File: src/rabsg_pkg.sv
`default_nettype none
package rabsg_pkg;

  // Time each sensing pattern is applied, and its count at 40 MHz
  localparam int unsigned CLK_HZ          = 40_000_000;
  localparam int unsigned PULSE_TIME_US   = 50;
  localparam int unsigned PULSE_CYC       = (PULSE_TIME_US * (CLK_HZ / 1_000_000));
  // Settling gap between patterns (all legs off)
  localparam int unsigned GAP_TIME_US     = 20;
  localparam int unsigned GAP_CYC         = (GAP_TIME_US * (CLK_HZ / 1_000_000));

  // Default feedback widths
  localparam int unsigned CUR_W           = 12;
  localparam int unsigned VBUS_W          = 12;

  // Reset value of the surge threshold
  localparam logic [11:0] SURGE_THR_RST   = 12'hC00;

  // Gate drive of one inverter leg
  typedef struct packed {
    logic hi;
    logic lo;
  } rabsg_leg_t;

  // Gate drive of all three legs
  typedef struct packed {
    rabsg_leg_t w;
    rabsg_leg_t v;
    rabsg_leg_t u;
  } rabsg_gates_t;

  // Outcome of rotor alignment
  typedef struct packed {
    logic       valid;
    logic [2:0] polarity;
    logic [2:0] sector;
  } rabsg_align_t;

endpackage
`default_nettype wire

File: src/rabsg_leg_guard.sv
`default_nettype none
// Final per-leg gate stage: zero vector override and shoot-through block
module rabsg_leg_guard (
  input  wire logic                   i_ref_clk,
  input  wire logic                   i_rst,
  input  wire logic                   i_zero_vec,
  input  wire rabsg_pkg::rabsg_leg_t  i_req,
  output logic                        o_hi,
  output logic                        o_lo
);

  logic hi_r;
  logic hi_nxt;
  logic lo_r;
  logic lo_nxt;

  // Zero vector overrides any request; both-on request resolves to off
  always_comb begin
    if (i_zero_vec) begin
      hi_nxt = 1'b0;
      lo_nxt = 1'b1;
    end else if (i_req.hi && i_req.lo) begin
      hi_nxt = 1'b0;
      lo_nxt = 1'b0;
    end else begin
      hi_nxt = i_req.hi;
      lo_nxt = i_req.lo;
    end
  end

  // Registered gate outputs
  always_ff @(posedge i_ref_clk) begin
    if (i_rst) begin
      hi_r <= 1'b0;
      lo_r <= 1'b0;
    end else begin
      hi_r <= hi_nxt;
      lo_r <= lo_nxt;
    end
  end

  assign o_hi = hi_r;
  assign o_lo = lo_r;

endmodule
`default_nettype wire

File: src/rabsg_top.sv
`default_nettype none
module rabsg_top #(
  parameter int unsigned PULSE_CYC = rabsg_pkg::PULSE_CYC,
  parameter int unsigned GAP_CYC   = rabsg_pkg::GAP_CYC,
  parameter int unsigned CUR_W     = rabsg_pkg::CUR_W,
  parameter int unsigned VBUS_W    = rabsg_pkg::VBUS_W
) (
  input  wire logic                      i_ref_clk,
  input  wire logic                      i_rst,
  input  wire logic                      i_align_start,
  input  wire logic [CUR_W-1:0]          i_phase_cur,
  input  wire logic [VBUS_W-1:0]         i_bus_volt,
  input  wire logic                      i_bus_volt_valid,
  input  wire logic [VBUS_W-1:0]         i_surge_thr,
  input  wire logic                      i_surge_clear,
  input  wire logic                      i_other_fault,
  input  wire rabsg_pkg::rabsg_gates_t   i_pwm_req,
  output rabsg_pkg::rabsg_gates_t        o_gates,
  output logic                           o_align_busy,
  output rabsg_pkg::rabsg_align_t        o_align,
  output logic                           o_critical_bus_surge
);

  // Elaboration check on parameters
  if (PULSE_CYC < 1 || GAP_CYC < 1 || PULSE_CYC > 65535 || GAP_CYC > 65535
      || CUR_W < 2 || VBUS_W < 2) begin : g_bad_param
    $error("rabsg_top: unsupported parameter value");
  end

  typedef enum logic [2:0] {
    RABSG_IDLE,
    RABSG_FWD,
    RABSG_GAP1,
    RABSG_OPP,
    RABSG_GAP2,
    RABSG_DONE
  } rabsg_state_t;

  rabsg_state_t            st_r;
  rabsg_state_t            st_nxt;
  logic [15:0]             cnt_r;
  logic [15:0]             cnt_nxt;
  logic [1:0]              ph_r;
  logic [1:0]              ph_nxt;
  logic [CUR_W-1:0]        pk_fwd_r;
  logic [CUR_W-1:0]        pk_fwd_nxt;
  logic [CUR_W-1:0]        pk_opp_r;
  logic [CUR_W-1:0]        pk_opp_nxt;
  logic [2:0]              pol_r;
  logic [2:0]              pol_nxt;
  rabsg_pkg::rabsg_align_t res_r;
  rabsg_pkg::rabsg_align_t res_nxt;
  logic                    surge_r;
  logic                    surge_nxt;
  rabsg_pkg::rabsg_gates_t sense_gates;
  rabsg_pkg::rabsg_gates_t req_gates;
  rabsg_pkg::rabsg_leg_t   req_leg [3];
  logic [5:0]              gate_bits;

  localparam logic [15:0] PULSE_LAST = 16'(PULSE_CYC - 1);
  localparam logic [15:0] GAP_LAST   = 16'(GAP_CYC - 1);

  // Sector from three polarity bits, 60 degree resolution
  function automatic logic [2:0] pol_to_sector(input logic [2:0] p);
    logic [2:0] s;
    s = 3'h0;
    case (p)
      3'b001:  s = 3'h0;
      3'b011:  s = 3'h1;
      3'b010:  s = 3'h2;
      3'b110:  s = 3'h3;
      3'b100:  s = 3'h4;
      3'b101:  s = 3'h5;
      default: s = 3'h7;
    endcase
    return s;
  endfunction

  // Sensing sequencer next state
  always_comb begin
    st_nxt     = st_r;
    cnt_nxt    = cnt_r;
    ph_nxt     = ph_r;
    pk_fwd_nxt = pk_fwd_r;
    pk_opp_nxt = pk_opp_r;
    pol_nxt    = pol_r;
    res_nxt    = res_r;
    case (st_r)
      RABSG_IDLE, RABSG_DONE: begin
        if (i_align_start && !surge_r && !i_other_fault) begin
          st_nxt       = RABSG_FWD;
          cnt_nxt      = 16'h0000;
          ph_nxt       = 2'h0;
          pk_fwd_nxt   = '0;
          pk_opp_nxt   = '0;
          pol_nxt      = 3'h0;
          res_nxt.valid = 1'b0;
        end
      end
      RABSG_FWD: begin
        if (i_phase_cur > pk_fwd_r) begin
          pk_fwd_nxt = i_phase_cur;
        end
        cnt_nxt = cnt_r + 16'h0001;
        if (cnt_r == PULSE_LAST) begin
          st_nxt  = RABSG_GAP1;
          cnt_nxt = 16'h0000;
        end
      end
      RABSG_GAP1: begin
        cnt_nxt = cnt_r + 16'h0001;
        if (cnt_r == GAP_LAST) begin
          st_nxt  = RABSG_OPP;
          cnt_nxt = 16'h0000;
        end
      end
      RABSG_OPP: begin
        if (i_phase_cur > pk_opp_r) begin
          pk_opp_nxt = i_phase_cur;
        end
        cnt_nxt = cnt_r + 16'h0001;
        if (cnt_r == PULSE_LAST) begin
          st_nxt  = RABSG_GAP2;
          cnt_nxt = 16'h0000;
        end
      end
      RABSG_GAP2: begin
        cnt_nxt = cnt_r + 16'h0001;
        if (cnt_r == GAP_LAST) begin
          cnt_nxt             = 16'h0000;
          pol_nxt[ph_r]       = (pk_fwd_r >= pk_opp_r);
          pk_fwd_nxt          = '0;
          pk_opp_nxt          = '0;
          if (ph_r == 2'h2) begin
            st_nxt           = RABSG_DONE;
            res_nxt.valid    = 1'b1;
            res_nxt.polarity = pol_nxt;
            res_nxt.sector   = pol_to_sector(pol_nxt);
          end else begin
            ph_nxt = ph_r + 2'h1;
            st_nxt = RABSG_FWD;
          end
        end
      end
      default: begin
        st_nxt = RABSG_IDLE;
      end
    endcase
    // Surge or other fault aborts sensing
    if (surge_r || i_other_fault) begin
      if (st_r != RABSG_IDLE && st_r != RABSG_DONE) begin
        st_nxt = RABSG_IDLE;
      end
    end
  end

  // Sensing sequencer registers
  always_ff @(posedge i_ref_clk) begin
    if (i_rst) begin
      st_r     <= RABSG_IDLE;
      cnt_r    <= 16'h0000;
      ph_r     <= 2'h0;
      pk_fwd_r <= '0;
      pk_opp_r <= '0;
      pol_r    <= 3'h0;
      res_r    <= '0;
    end else begin
      st_r     <= st_nxt;
      cnt_r    <= cnt_nxt;
      ph_r     <= ph_nxt;
      pk_fwd_r <= pk_fwd_nxt;
      pk_opp_r <= pk_opp_nxt;
      pol_r    <= pol_nxt;
      res_r    <= res_nxt;
    end
  end

  // Surge flag: detection wins over clear, held until cleared
  always_comb begin
    surge_nxt = surge_r;
    if (i_surge_clear) begin
      surge_nxt = 1'b0;
    end
    if (i_bus_volt_valid && (i_bus_volt > i_surge_thr)) begin
      surge_nxt = 1'b1;
    end
  end

  always_ff @(posedge i_ref_clk) begin
    if (i_rst) begin
      surge_r <= 1'b0;
    end else begin
      surge_r <= surge_nxt;
    end
  end

  // Sensing patterns per leg
  always_comb begin
    sense_gates = '0;
    for (int k = 0; k < 3; k++) begin
      if (st_r == RABSG_FWD) begin
        gate_bits[2*k+1] = (k == int'(ph_r));
        gate_bits[2*k]   = (k != int'(ph_r));
      end else if (st_r == RABSG_OPP) begin
        gate_bits[2*k+1] = (k != int'(ph_r));
        gate_bits[2*k]   = (k == int'(ph_r));
      end else begin
        gate_bits[2*k+1] = 1'b0;
        gate_bits[2*k]   = 1'b0;
      end
    end
    sense_gates = rabsg_pkg::rabsg_gates_t'(gate_bits);
  end

  // Source select: other fault off, sensing, else normal PWM
  always_comb begin
    if (i_other_fault) begin
      req_gates = '0;
    end else if (st_r != RABSG_IDLE && st_r != RABSG_DONE) begin
      req_gates = sense_gates;
    end else begin
      req_gates = i_pwm_req;
    end
  end

  assign req_leg[0] = req_gates.u;
  assign req_leg[1] = req_gates.v;
  assign req_leg[2] = req_gates.w;

  // Output stage per leg; surge overrides all sources
  for (genvar g = 0; g < 3; g++) begin : g_leg
    rabsg_leg_guard u_guard (
      .i_ref_clk  (i_ref_clk),
      .i_rst      (i_rst),
      .i_zero_vec (surge_r),
      .i_req      (req_leg[g]),
      .o_hi       (o_gates[2*g+1]),
      .o_lo       (o_gates[2*g])
    );
  end

  assign o_align_busy         = (st_r != RABSG_IDLE) && (st_r != RABSG_DONE);
  assign o_align              = res_r;
  assign o_critical_bus_surge = surge_r;

endmodule
`default_nettype wire

File: config.mk
export PLATFORM = sky130hd
export DESIGN_NAME = rabsg_top
export DESIGN_NICKNAME = d
export VERILOG_FILES = /design/src/rabsg_pkg.sv /design/src/rabsg_leg_guard.sv /design/src/rabsg_top.sv
export SDC_FILE = /design/constraint.sdc
export NUM_CORES = 1
export LEC_CHECK = 0
export BUFFER_PORTS_ARGS = -buffer_cell sky130_fd_sc_hd__buf_2
export CORE_UTILIZATION = 55
export DETAILED_ROUTE_END_ITERATION = 6
export PLACE_DENSITY = 0.81
export SLEW_MARGIN = 20
export SYNTH_ARGS = -nofsm -noshare
export SYNTH_HDL_FRONTEND = slang
export SYNTH_SLANG_ARGS = --single-unit
File: constraint.sdc
create_clock -name i_ref_clk -period 3.15 [get_ports i_ref_clk]
set_input_delay 0.1575 -clock i_ref_clk [delete_from_list [all_inputs] [get_ports i_ref_clk]]
set_output_delay 0.1575 -clock i_ref_clk [all_outputs]
set_load 0.02 [all_outputs]
==> results of run 1 <==
==> per-layer routing <==
layer  vias to the layer above  wire (um)  GRT usage (%)
li1                       2090          -              -
met1                      2033       4620           33.7
met2                       194       5280           46.8
met3                        41        594           4.86
met4                         0        396           11.5
met5                         -          0              0
==> metrics by stage <==
step / std cells / cell area (um^2) / total power [mW] / setup slack [ns] / hold slack (ns)
finish: 716 / 4930 / 1.91 / 0.299 / 0.0733
CTS: 716 / 4930 / 1.91 / 0.362 / 0.0730
floorplan: 561 / 4390 / 1.08 / 0.876 / 0.300
global route: 716 / 4930 / 1.99 / 0.0868 / 0.0893
global placement: 700 / 4720 / 1.17 / 0.369 / 0.424
detailed placement: 700 / 4720 / 1.19 / 0.374 / 0.434
==> synth_stat cells (3+ instances only) <==
library cell   n  share of area, %
nand4_1       24               3.4
xnor2_1        5               1.0
dfxtp_1       62                28
inv_1         49               4.2
clkbuf_1      22               1.9
a31oi_1        5              0.71
a311oi_1       3              0.60
nand2b_1       9               1.3
o21ai_0       19               2.2
nand3_1       25               2.8
nor2b_1        6              0.85
mux2i_1       21               4.8
xor2_1         7               1.4
a21oi_1       30               3.4
nor2_1        58               5.0
and2_1         3              0.43
o211ai_1      12               2.1
ha_1          52                15
and3_1         8               1.1
nor3_1        11               1.3
nand2_1       62               5.3
a21o_1         8               1.4
o31ai_1        3              0.51
nor4_1         3              0.43
buf_4          6               1.0
a22oi_1        6               1.0
==> cell families after synthesis <==
group | Yosys count
AO/OA/AOI/OAI | 110
XOR/XNOR | 12
adder cells (fa/ha/maj) | 52
buffers and inverters | 81
flip-flops | 62
multiplexers | 21
AND/OR/NAND/NOR | 223
==> worst max-delay path, cell delays in order, from the launching register on <==
cell and delay, ns:
dfxtp_1 0.71, and2_0 0.38, o21ai_0 0.24, o221ai_2 0.60, nand2b_4 0.29, o21ai_2 0.26
mux2i_1 0.21
==> state kept, by name, indices dropped and copies added, names as in the netlist <==
register / cells
o_align: 7
pk_fwd_r: 12
pol_r: 3
g_leg.u_guard.o_lo: 3
pk_opp_r: 12
cnt_r: 16
o_critical_bus_surge: 1
ph_r: 2
st_r: 3
g_leg.u_guard.o_hi: 3
==> report_power, final <==
part | total, mW | internal, mW | switching (mW) | leakage [nW]
combinational | 0.365 | 0.142 | 0.222 | 1.49
sequential | 0.811 | 0.798 | 0.0133 | 0.501
clock | 0.733 | 0.376 | 0.357 | 0.101
==> area by class of cell <==
cell class | count | area (um^2)
fill | 668 | 2800
multi-input combinational | 418 | 2810
timing repair buffer | 67 | 348
inverter | 51 | 191
clock inverter | 7 | 81.3
sequential | 62 | 1240
tap | 102 | 128
clock buffer | 9 | 124
==> worst paths after layout <==
kind | start | end | slack, ns | cells after the start
max | st_r[2] | pk_opp_r[7] | 0.30 | 6
min reg2reg | pk_opp_r[6] | pk_opp_r[6] | 0.46 | 2
max reg2reg | st_r[2] | pk_opp_r[7] | 0.30 | 6
min | i_surge_clear | o_critical_bus_surge | 0.07 | 3
==> run metrics, run 1 <==
status finished, final reports clean; Die ar. roughly 8300 um^2; number of synthesized flops with an enable pin 0; peak supply drop 0.000230 V; synthesized area 4390 um^2; mux cell area share after synthesis 4.78%; Finished Core Util roughly 64%; Period minus WS final ~2.9 ns; CORE AREA 7730 um^2; synthesized instance count 561; #FFs+latches synth 62; final setup violation count 0; post-cts sizing count 0; first-pass GRT wire length approximately 18 mm; DIE HEIGHT roughly 91 um; largest net degree at the start of global routing 33; post-synthesis xor/xnor area fraction about 2.4%; IO Pins between 60 and 70; Slew Limit Fails 0; hold buffers post-CTS 0; f_max 351 MHz; post-synth cell types just under 60; period utilisation layout 90.5%; share of cells above drive strength 1 roughly 15%; total number of H-tree levels 3; DRT iter0 DRCs 423; post-DP HPWL 8.31 mm; Horiz. Die Dim just over 90 um; average wire per cell in the routed design around 15 um; Residual DRC 0; pwr dens just under 400 nW/um^2; total of max-cap violations 0; sequential-to-total area share from yosys stat 28.3%; Compound-Gate Fraction of Synth Area 16.7%; Placer Congestion between 0.9 and 1; vias in the first global route roughly 4100; Total GRT Usage 27.4%; 1st-pass router iterations 5; RSZ-0062 raised after global routing no; grt ovf 0; Post-Synth Adder-Cell Area between 10% and 20%; largest family of logic cells by synthesized area simple AND/OR/NAND/NOR gates; I/O Buffers 62; CTS root buffer clkbuf_8; worst-path maximum fanout 20; row cnt 32; hold crit path type in2reg; final WL 10.9 mm; setup bufs post-CTS 0; Setup TNS Final 0 ns; Slew HR approximately two fifths; Reg clk slew, reported paths 0.08 ns; Main synth FF type dfxtp_1; ANT cells 0; Worst Path Required about 3.3 ns; Nets between 700 and 800; Vias/cell just over 6; hold violation count in the final report 0; crit path launch type register; Setup crit end kind register; Mapped Avg Cell Area between 7 and 8 um^2; Starting Density 56.8%; Leakage between 2 and 2.5 nW; Yosys warnings 0; ys async rst share 0%; clock latency on the worst-skew pair 0.34 ns; clock buffer depth 2; Synth Net Count 661; worst slew pin tran between 0.8 and 0.9 ns; antenna violations before repair 0; CTS tree yes; Post-DRT Antenna Nets 0; TritonCTS Buffers 9; Simple-Gate Fraction of Synth Area 25.2%; CP Class reg2reg; DR vias around 4400; most frequent cells in the layout nand2_1 (62), dfxtp_1 (62), buf_2 (62); clock sinks 62; Layout area overhead 12.1%; clock skew after layout 0.00639 ns; CP arrival about 3 ns
Power figures use the tool's default switching activity.
==> run 2: changes to the inputs <==
--- a/config.mk
+++ b/config.mk
@@ -5,6 +5,7 @@
 export SDC_FILE = /design/constraint.sdc
 export NUM_CORES = 1
 export LEC_CHECK = 0
+export ABC_AREA = 1
 export BUFFER_PORTS_ARGS = -buffer_cell sky130_fd_sc_hd__buf_2
 export CORE_UTILIZATION = 55
 export DETAILED_ROUTE_END_ITERATION = 6
==> run metrics, run 2 <==
setup bufs post-CTS 0 (unchanged); dpl ws 0.823 ns (+0.449 ns); row cnt 32 (unchanged); final WL 9.94 mm (-8.7%); worst slew pin tran 0.492 ns (-0.397 ns); number of fill cells 719 (+7.6%); total of max-cap violations 0 (unchanged); 1st-pass router iterations 7 (+2); clock buffer depth 2 (unchanged); ANT cells 0 (unchanged); first-pass GRT wire length 17.4 mm (-5.7%); largest net degree at the start of global routing 31 (-6.1%); Leakage 2.50 nW (+20%); average wire per cell in the routed design 12.5 um (-18%); Die ar. 8530 um^2 (+2.2%); Yosys warnings 0 (unchanged); Horiz. Die Dim 92.4 um (+1.1%); grt ovf 0 (unchanged); DRT iter0 DRCs 273 (-35%); Nets 790 (+11%); period utilisation layout 74.7% (-16 points); pwr dens 671 nW/um^2 (+73%); IO Pins 63 (unchanged); post-DP HPWL 7.51 mm (-9.6%); total number of H-tree levels 3 (unchanged); WL met1 4.65 mm (+0.67%); Post-DRT Antenna Nets 0 (unchanged); antenna violations before repair 0 (unchanged); post-cts sizing count 0 (unchanged); Period minus WS final 2.35 ns (-0.497 ns); CP arrival 2.61 ns (-0.43 ns); Synth Net Count 737 (+11%); CTS root buffer clkbuf_8; RSZ-0062 raised after global routing no; vias in the first global route 4138 (+1.1%); Setup TNS Final 0 ns (unchanged); CTS tree yes; f_max 425 MHz (+21%); number of synthesized flops with an enable pin 0 (unchanged); Starting Density 57.5% (+0.67 points); Vias/cell 5.28 (-13%); clock skew after layout 0.00969 ns (+0.00330 ns); final setup violation count 0 (unchanged); clock sinks 62 (unchanged); Residual DRC 2 (+2); peak supply drop 0.000364 V (+58%); Reg clk slew, reported paths 0.06 ns (-0.02 ns); worst-path maximum fanout 17 (-15%); clock latency on the worst-skew pair 0.34 ns (about the same); post-synth cell types 41 (-31%); Mapped Avg Cell Area 7.05 um^2 (-10%); synthesized instance count 637 (+14%); I/O Buffers 62 (unchanged); synth top area cells dfxtp_1 (28%), ha_1 (14%), nand2_1 (11%); top cell type's share of synthesized area 27.6% (-0.61 points); share of cells above drive strength 1 16.3% (+0.97 points); Worst Path Required 3.41 ns (+0.07 ns); sequential-to-total area share from yosys stat 27.6% (-0.61 points); wire length on met2 4.71 mm (-11%); commonest cells in the netlist nand2_1 (133), inv_1 (92), dfxtp_1 (62); Placer Congestion 0.938 (+0.55%); Yosys top cell by area dfxtp_1; hold violation count in the final report 0 (unchanged); Main synth FF type dfxtp_1; hold buffers post-CTS 0 (unchanged); DR WL met3 475 um (-20%); most frequent cell after synthesis nand2_1; DR vias 4203 (-3.6%); #FFs+latches synth 62 (unchanged); top flop regs cnt_r: 16 flops, pk_fwd_r: 12 flops, pk_opp_r: 12 flops; hold crit path type in2reg; crit path launch type register; max layer used met4; failing checks DRC; synthesized area 4490 um^2 (+2.2%); number of flip-flops in the largest register 16 (unchanged); status finished, violations left; Top reg by flops cnt_r; Layout area overhead 10.4%; DIE HEIGHT 92.4 um (+1.1%); CORE AREA 7810 um^2 (+1.0%); Slew HR 67.2% (+26 points); Setup crit end kind register; ys async rst share 0% (unchanged); Slew Limit Fails 0 (unchanged); most frequent cells in the layout nand2_1 (133), inv_1 (92), dfxtp_1 (62), buf_2 (62), nor2_1 (57); Total GRT Usage 24.9% (-2.5 points); CP Class reg2reg; TritonCTS Buffers 9 (unchanged); final worst setup slack 0.796 ns (+0.497 ns); most common cell after layout, fill and taps aside nand2_1
## run 2: worst paths after layout
check,from,endpoint,slack (ns),depth (start not counted)
setup / recovery,st_r[1],cnt_r[2],0.80,10
hold / removal,i_surge_clear,o_critical_bus_surge,0.09,3
hold reg to reg,pol_r[1],pol_r[1],0.46,2
setup reg to reg,st_r[1],cnt_r[2],0.80,10
## run 2: cell families after synthesis
group | count (synthesis) | share of synthesized area, %
AOI/OAI and AO/OA | 115 | 14.9
xor gates and xnor gates | 5 | 0.975
adders and majority gates | 52 | 14.5
buffers and inverters | 121 | 12.2
DFF | 62 | 27.6
and+or+nand+nor | 282 | 29.8
## run 2: layer usage
metal  vias to the layer above  GRT usage (%)
met2                       113           44.1
met4                         0           8.46
li1                       2177              -
met5                         -              0
met1                      1903           29.8
met3                        10           4.93
## run 2: through the flow
stage	area (um^2)	std cells	hold WS, ns	util (%)	total power, mW
after floorplan	4490	637	0.227	-	2.35
after global placement	4770	781	0.423	61.2	2.57
after detailed placement	4770	781	0.431	61.2	2.64
after CTS	4960	796	0.0656	63.5	3.34
after global routing	4960	796	0.0990	63.5	3.65
final	4960	796	0.0857	63.5	3.33
## run 2: final cells by class
cell class / count / area [um^2] / area share, %
Multi-Input combinational cell: 454 / 2700 / 54.5
Sequential cell: 62 / 1240 / 25.0
Inverter: 99 / 379 / 7.65
Timing Repair Buffer: 64 / 325 / 6.56
Clock buffer: 14 / 153 / 3.08
Tap cell: 102 / 128 / 2.57
Clock inverter: 1 / 30.0 / 0.606
## run 2: where the power goes
group	total, mW	internal, mW	switching (mW)
registers	0.987	0.918	0.0687
clock network	0.685	0.385	0.300
logic	1.66	0.584	1.07
## run 2: worst max-delay path, stage by stage (launching register included)
cell and delay [ns]:
dfxtp_1 0.63, inv_4 0.14, nand3_1 0.12, nand2_1 0.25, nand2_1 0.21, nand2_4 0.17, inv_6 0.14, nor2_2 0.07
nor2_4 0.28, inv_1 0.12, nor3_1 0.14
==> run 3: changes to the inputs <==
--- a/config.mk
+++ b/config.mk
@@ -5,7 +5,7 @@
 export SDC_FILE = /design/constraint.sdc
 export NUM_CORES = 1
 export LEC_CHECK = 0
-export ABC_AREA = 1
+export ABC_AREA = 0
 export BUFFER_PORTS_ARGS = -buffer_cell sky130_fd_sc_hd__buf_2
 export CORE_UTILIZATION = 55
 export DETAILED_ROUTE_END_ITERATION = 6
==> constraint.sdc (replaced) <==
create_clock -name i_ref_clk -period 2.4 [get_ports i_ref_clk]
set_input_delay 0.12 -clock i_ref_clk [delete_from_list [all_inputs] [get_ports i_ref_clk]]
set_output_delay 0.12 -clock i_ref_clk [all_outputs]
set_load 0.02 [all_outputs]
==> run metrics, run 3 (same netlist as run 1, synthesis figures left out) <==
CP arrival 2.56 ns (-0.05 ns); combinational cell fraction of total power 22.3% (-28 points); internal power 1.63 mW (-13%); hold violation count in the final report 0 (unchanged); Nets 731 (-7.5%); Period minus WS final 2.29 ns (-0.0621 ns); final setup violation count 0 (unchanged); Slew Limit Fails 0 (unchanged); Worst R2R Setup Slack 0.11 ns (-0.69 ns); average wire per cell in the routed design 15.2 um (+22%); largest net degree at the start of global routing 20 (-35%); Worst Setup SP cnt_r[7]; number of flip-flops in the largest register 16 (unchanged); clock share of power 33.4% (+13 points); final WL 11.2 mm (+13%); Layout area overhead 16.3%; CTS root buffer clkbuf_8; I/O Buffers 62 (unchanged); final worst setup slack 0.108 ns (-0.688 ns); status finished, final reports clean; share of cells above drive strength 1 19.2% (+2.9 points); Slew HR 61.9% (-5.3 points); pwr dens 468 nW/um^2 (-30%); Leakage 2.19 nW (-12%); peak supply drop 0.000230 V (-37%); Starting Density 56.8% (-0.67 points); r2r endpoint pk_opp_r[0]; CORE AREA 7730 um^2 (-1.0%); Die ar. 8350 um^2 (-2.1%); P_sw 0.759 mW (-47%); clock buffer depth 2 (unchanged); clock latency on the worst-skew pair 0.35 ns (about the same); CP Capture Point pk_opp_r[0]; switching portion of total power 31.7% (-12 points); total number of H-tree levels 3 (unchanged); f_max 436 MHz (+2.7%); 1st-pass router iterations 5 (-2); row cnt 32 (unchanged); Residual DRC 0 (-2); R2R Path Start cnt_r[7]; vias in the first global route 4233 (+2.3%); Setup crit end kind register; DIE HEIGHT 91.4 um (-1.1%); clock sinks 62 (unchanged); worst slew pin tran 0.569 ns (+0.0764 ns); number of fill cells 622 (-13%); first-pass GRT wire length 18.8 mm (+8.0%); crit path launch type register; Crit. path cell count 7 (-3); Total GRT Usage 28.0% (+3.1 points); TritonCTS Buffers 9 (unchanged); register area 1240 um^2 (unchanged); Placer Congestion 0.907 (-3.3%); DR vias 4370 (+4.0%); hold crit path type in2reg; grt ovf 0 (unchanged); worst path bufs/invs 1 (-2); period utilisation layout 95.5% (+21 points); Worst Path Required 2.66 ns (-0.75 ns); Top reg by flops cnt_r; ANT cells 0 (unchanged); Crit path max-delay family simple AND/OR/NAND/NOR gates; post-DP HPWL 8.35 mm (+11%); total of max-cap violations 0 (unchanged); dpl ws -0.0189 ns (-0.842 ns); Post-DRT Antenna Nets 0 (unchanged); most frequent cells in the layout nand2_1 (62), dfxtp_1 (62), buf_2 (62); slowest cell delay on critical path 0.55 ns (-0.08 ns); DRT iter0 DRCs 271 (-0.73%); cells on worst reg2reg path 7 (-3); highest-delay cell along the critical path or4b_4; CTS tree yes; worst-path maximum fanout 12 (-5); Reg clk slew, reported paths 0.07 ns (about the same); top flop regs cnt_r: 16 flops, pk_fwd_r: 12 flops, pk_opp_r: 12 flops; hold path depth 3 (unchanged); clock skew after layout 0.00539 ns (-0.00430 ns); crit-path cells or4b_4, nor4_4, o221ai_2, nand2b_4, o21ai_2, buf_4, mux2i_1; Vias/cell 5.92 (+12%); Horiz. Die Dim 91.4 um (-1.1%); CP Class reg2reg; hold_ws 0.0451 ns (-0.0407 ns); antenna violations before repair 0 (unchanged); Sequential Power Share 44.3% (+15 points); area of the multi-input gates 2870 um^2 (+6.3%); hold buffers post-CTS 0 (unchanged); IO Pins 63 (unchanged)
run 3: changes by cell type in the layout (fill, tap and decap cells not counted), moves of 15 or more:
cell,previous run,this run
a21oi_1,51,30
buf_4,2,27
inv_1,92,48
mux2i_1,0,21
nand2_1,133,62
nand3_1,42,25
nand4_1,7,24
o21ai_0,34,19
run 3: area by class of cell:
class | instances | share of cell area, %
Multi-Input combinational cell | 418 | 56.2
Sequential cell | 62 | 24.3
Timing Repair Buffer | 89 | 10.0
Inverter | 51 | 3.75
Clock buffer | 10 | 2.50
Tap cell | 102 | 2.50
Clock inverter | 6 | 0.759
run 3: stage by stage:
stage	util [%]	power, mW	instances	TNS [ns]	area (um^2)
2_1_floorplan	-	1.42	561	0	4390
3_3_place_gp	63.2	1.56	722	0	4880
5_1_grt	66.1	2.51	738	-0.00710	5110
3_5_place_dp	63.2	1.58	722	-0.0352	4880
6_report	66.1	2.39	738	0	5110
4_1_cts	65.4	2.37	738	0	5050
run 3: worst min-delay path by stage:
stage	start	to	slack, ns
final	i_surge_clear	o_critical_bus_surge	0.05
after global routing	i_surge_clear	o_critical_bus_surge	0.05
after CTS	i_surge_clear	o_critical_bus_surge	0.04
after detailed placement	i_surge_clear	o_critical_bus_surge	0.41
after global placement	i_surge_clear	o_critical_bus_surge	0.39
after floorplan	i_phase_cur[10]	pk_opp_r[10]	0.26
run 3: power by group through the flow:
stage | clock network [mW] | logic [mW] | registers [mW]
2_1_floorplan | 0 | 0.338 | 1.08
3_3_place_gp | 0 | 0.480 | 1.08
3_5_place_dp | 0 | 0.499 | 1.08
4_1_cts | 0.808 | 0.506 | 1.06
5_1_grt | 0.857 | 0.585 | 1.06
6_report | 0.800 | 0.533 | 1.06
run 3: tightest hold or removal path: cells and delay by family:
| kind | cells | cell delay [ns] |
|---|---|---|
| AOI/OAI and AO/OA | 1 | 0.06 |
| and+or+nand+nor | 1 | 0.09 |
| buffers and inverters | 1 | 0.07 |
run 3: timing repair:
| item | 4_1_cts | 5_1_grt |
|---|---|---|
| setup endpoints to repair | 13 | 15 |
| hold endpoints to repair | 0 | 0 |
| gates cloned | 0 | 0 |
| setup buffers | 0 | 0 |
| resized for setup | 2 | 9 |
run 3: routing by layer:
metal / wire length (um) / share of wire, % / track usage, %
met5: 0 / 0 / 0
met4: 310 / 2.8 / 13.6
met3: 644 / 5.8 / 4.52
met2: 5470 / 49 / 48.1
met1: 4780 / 43 / 33.9
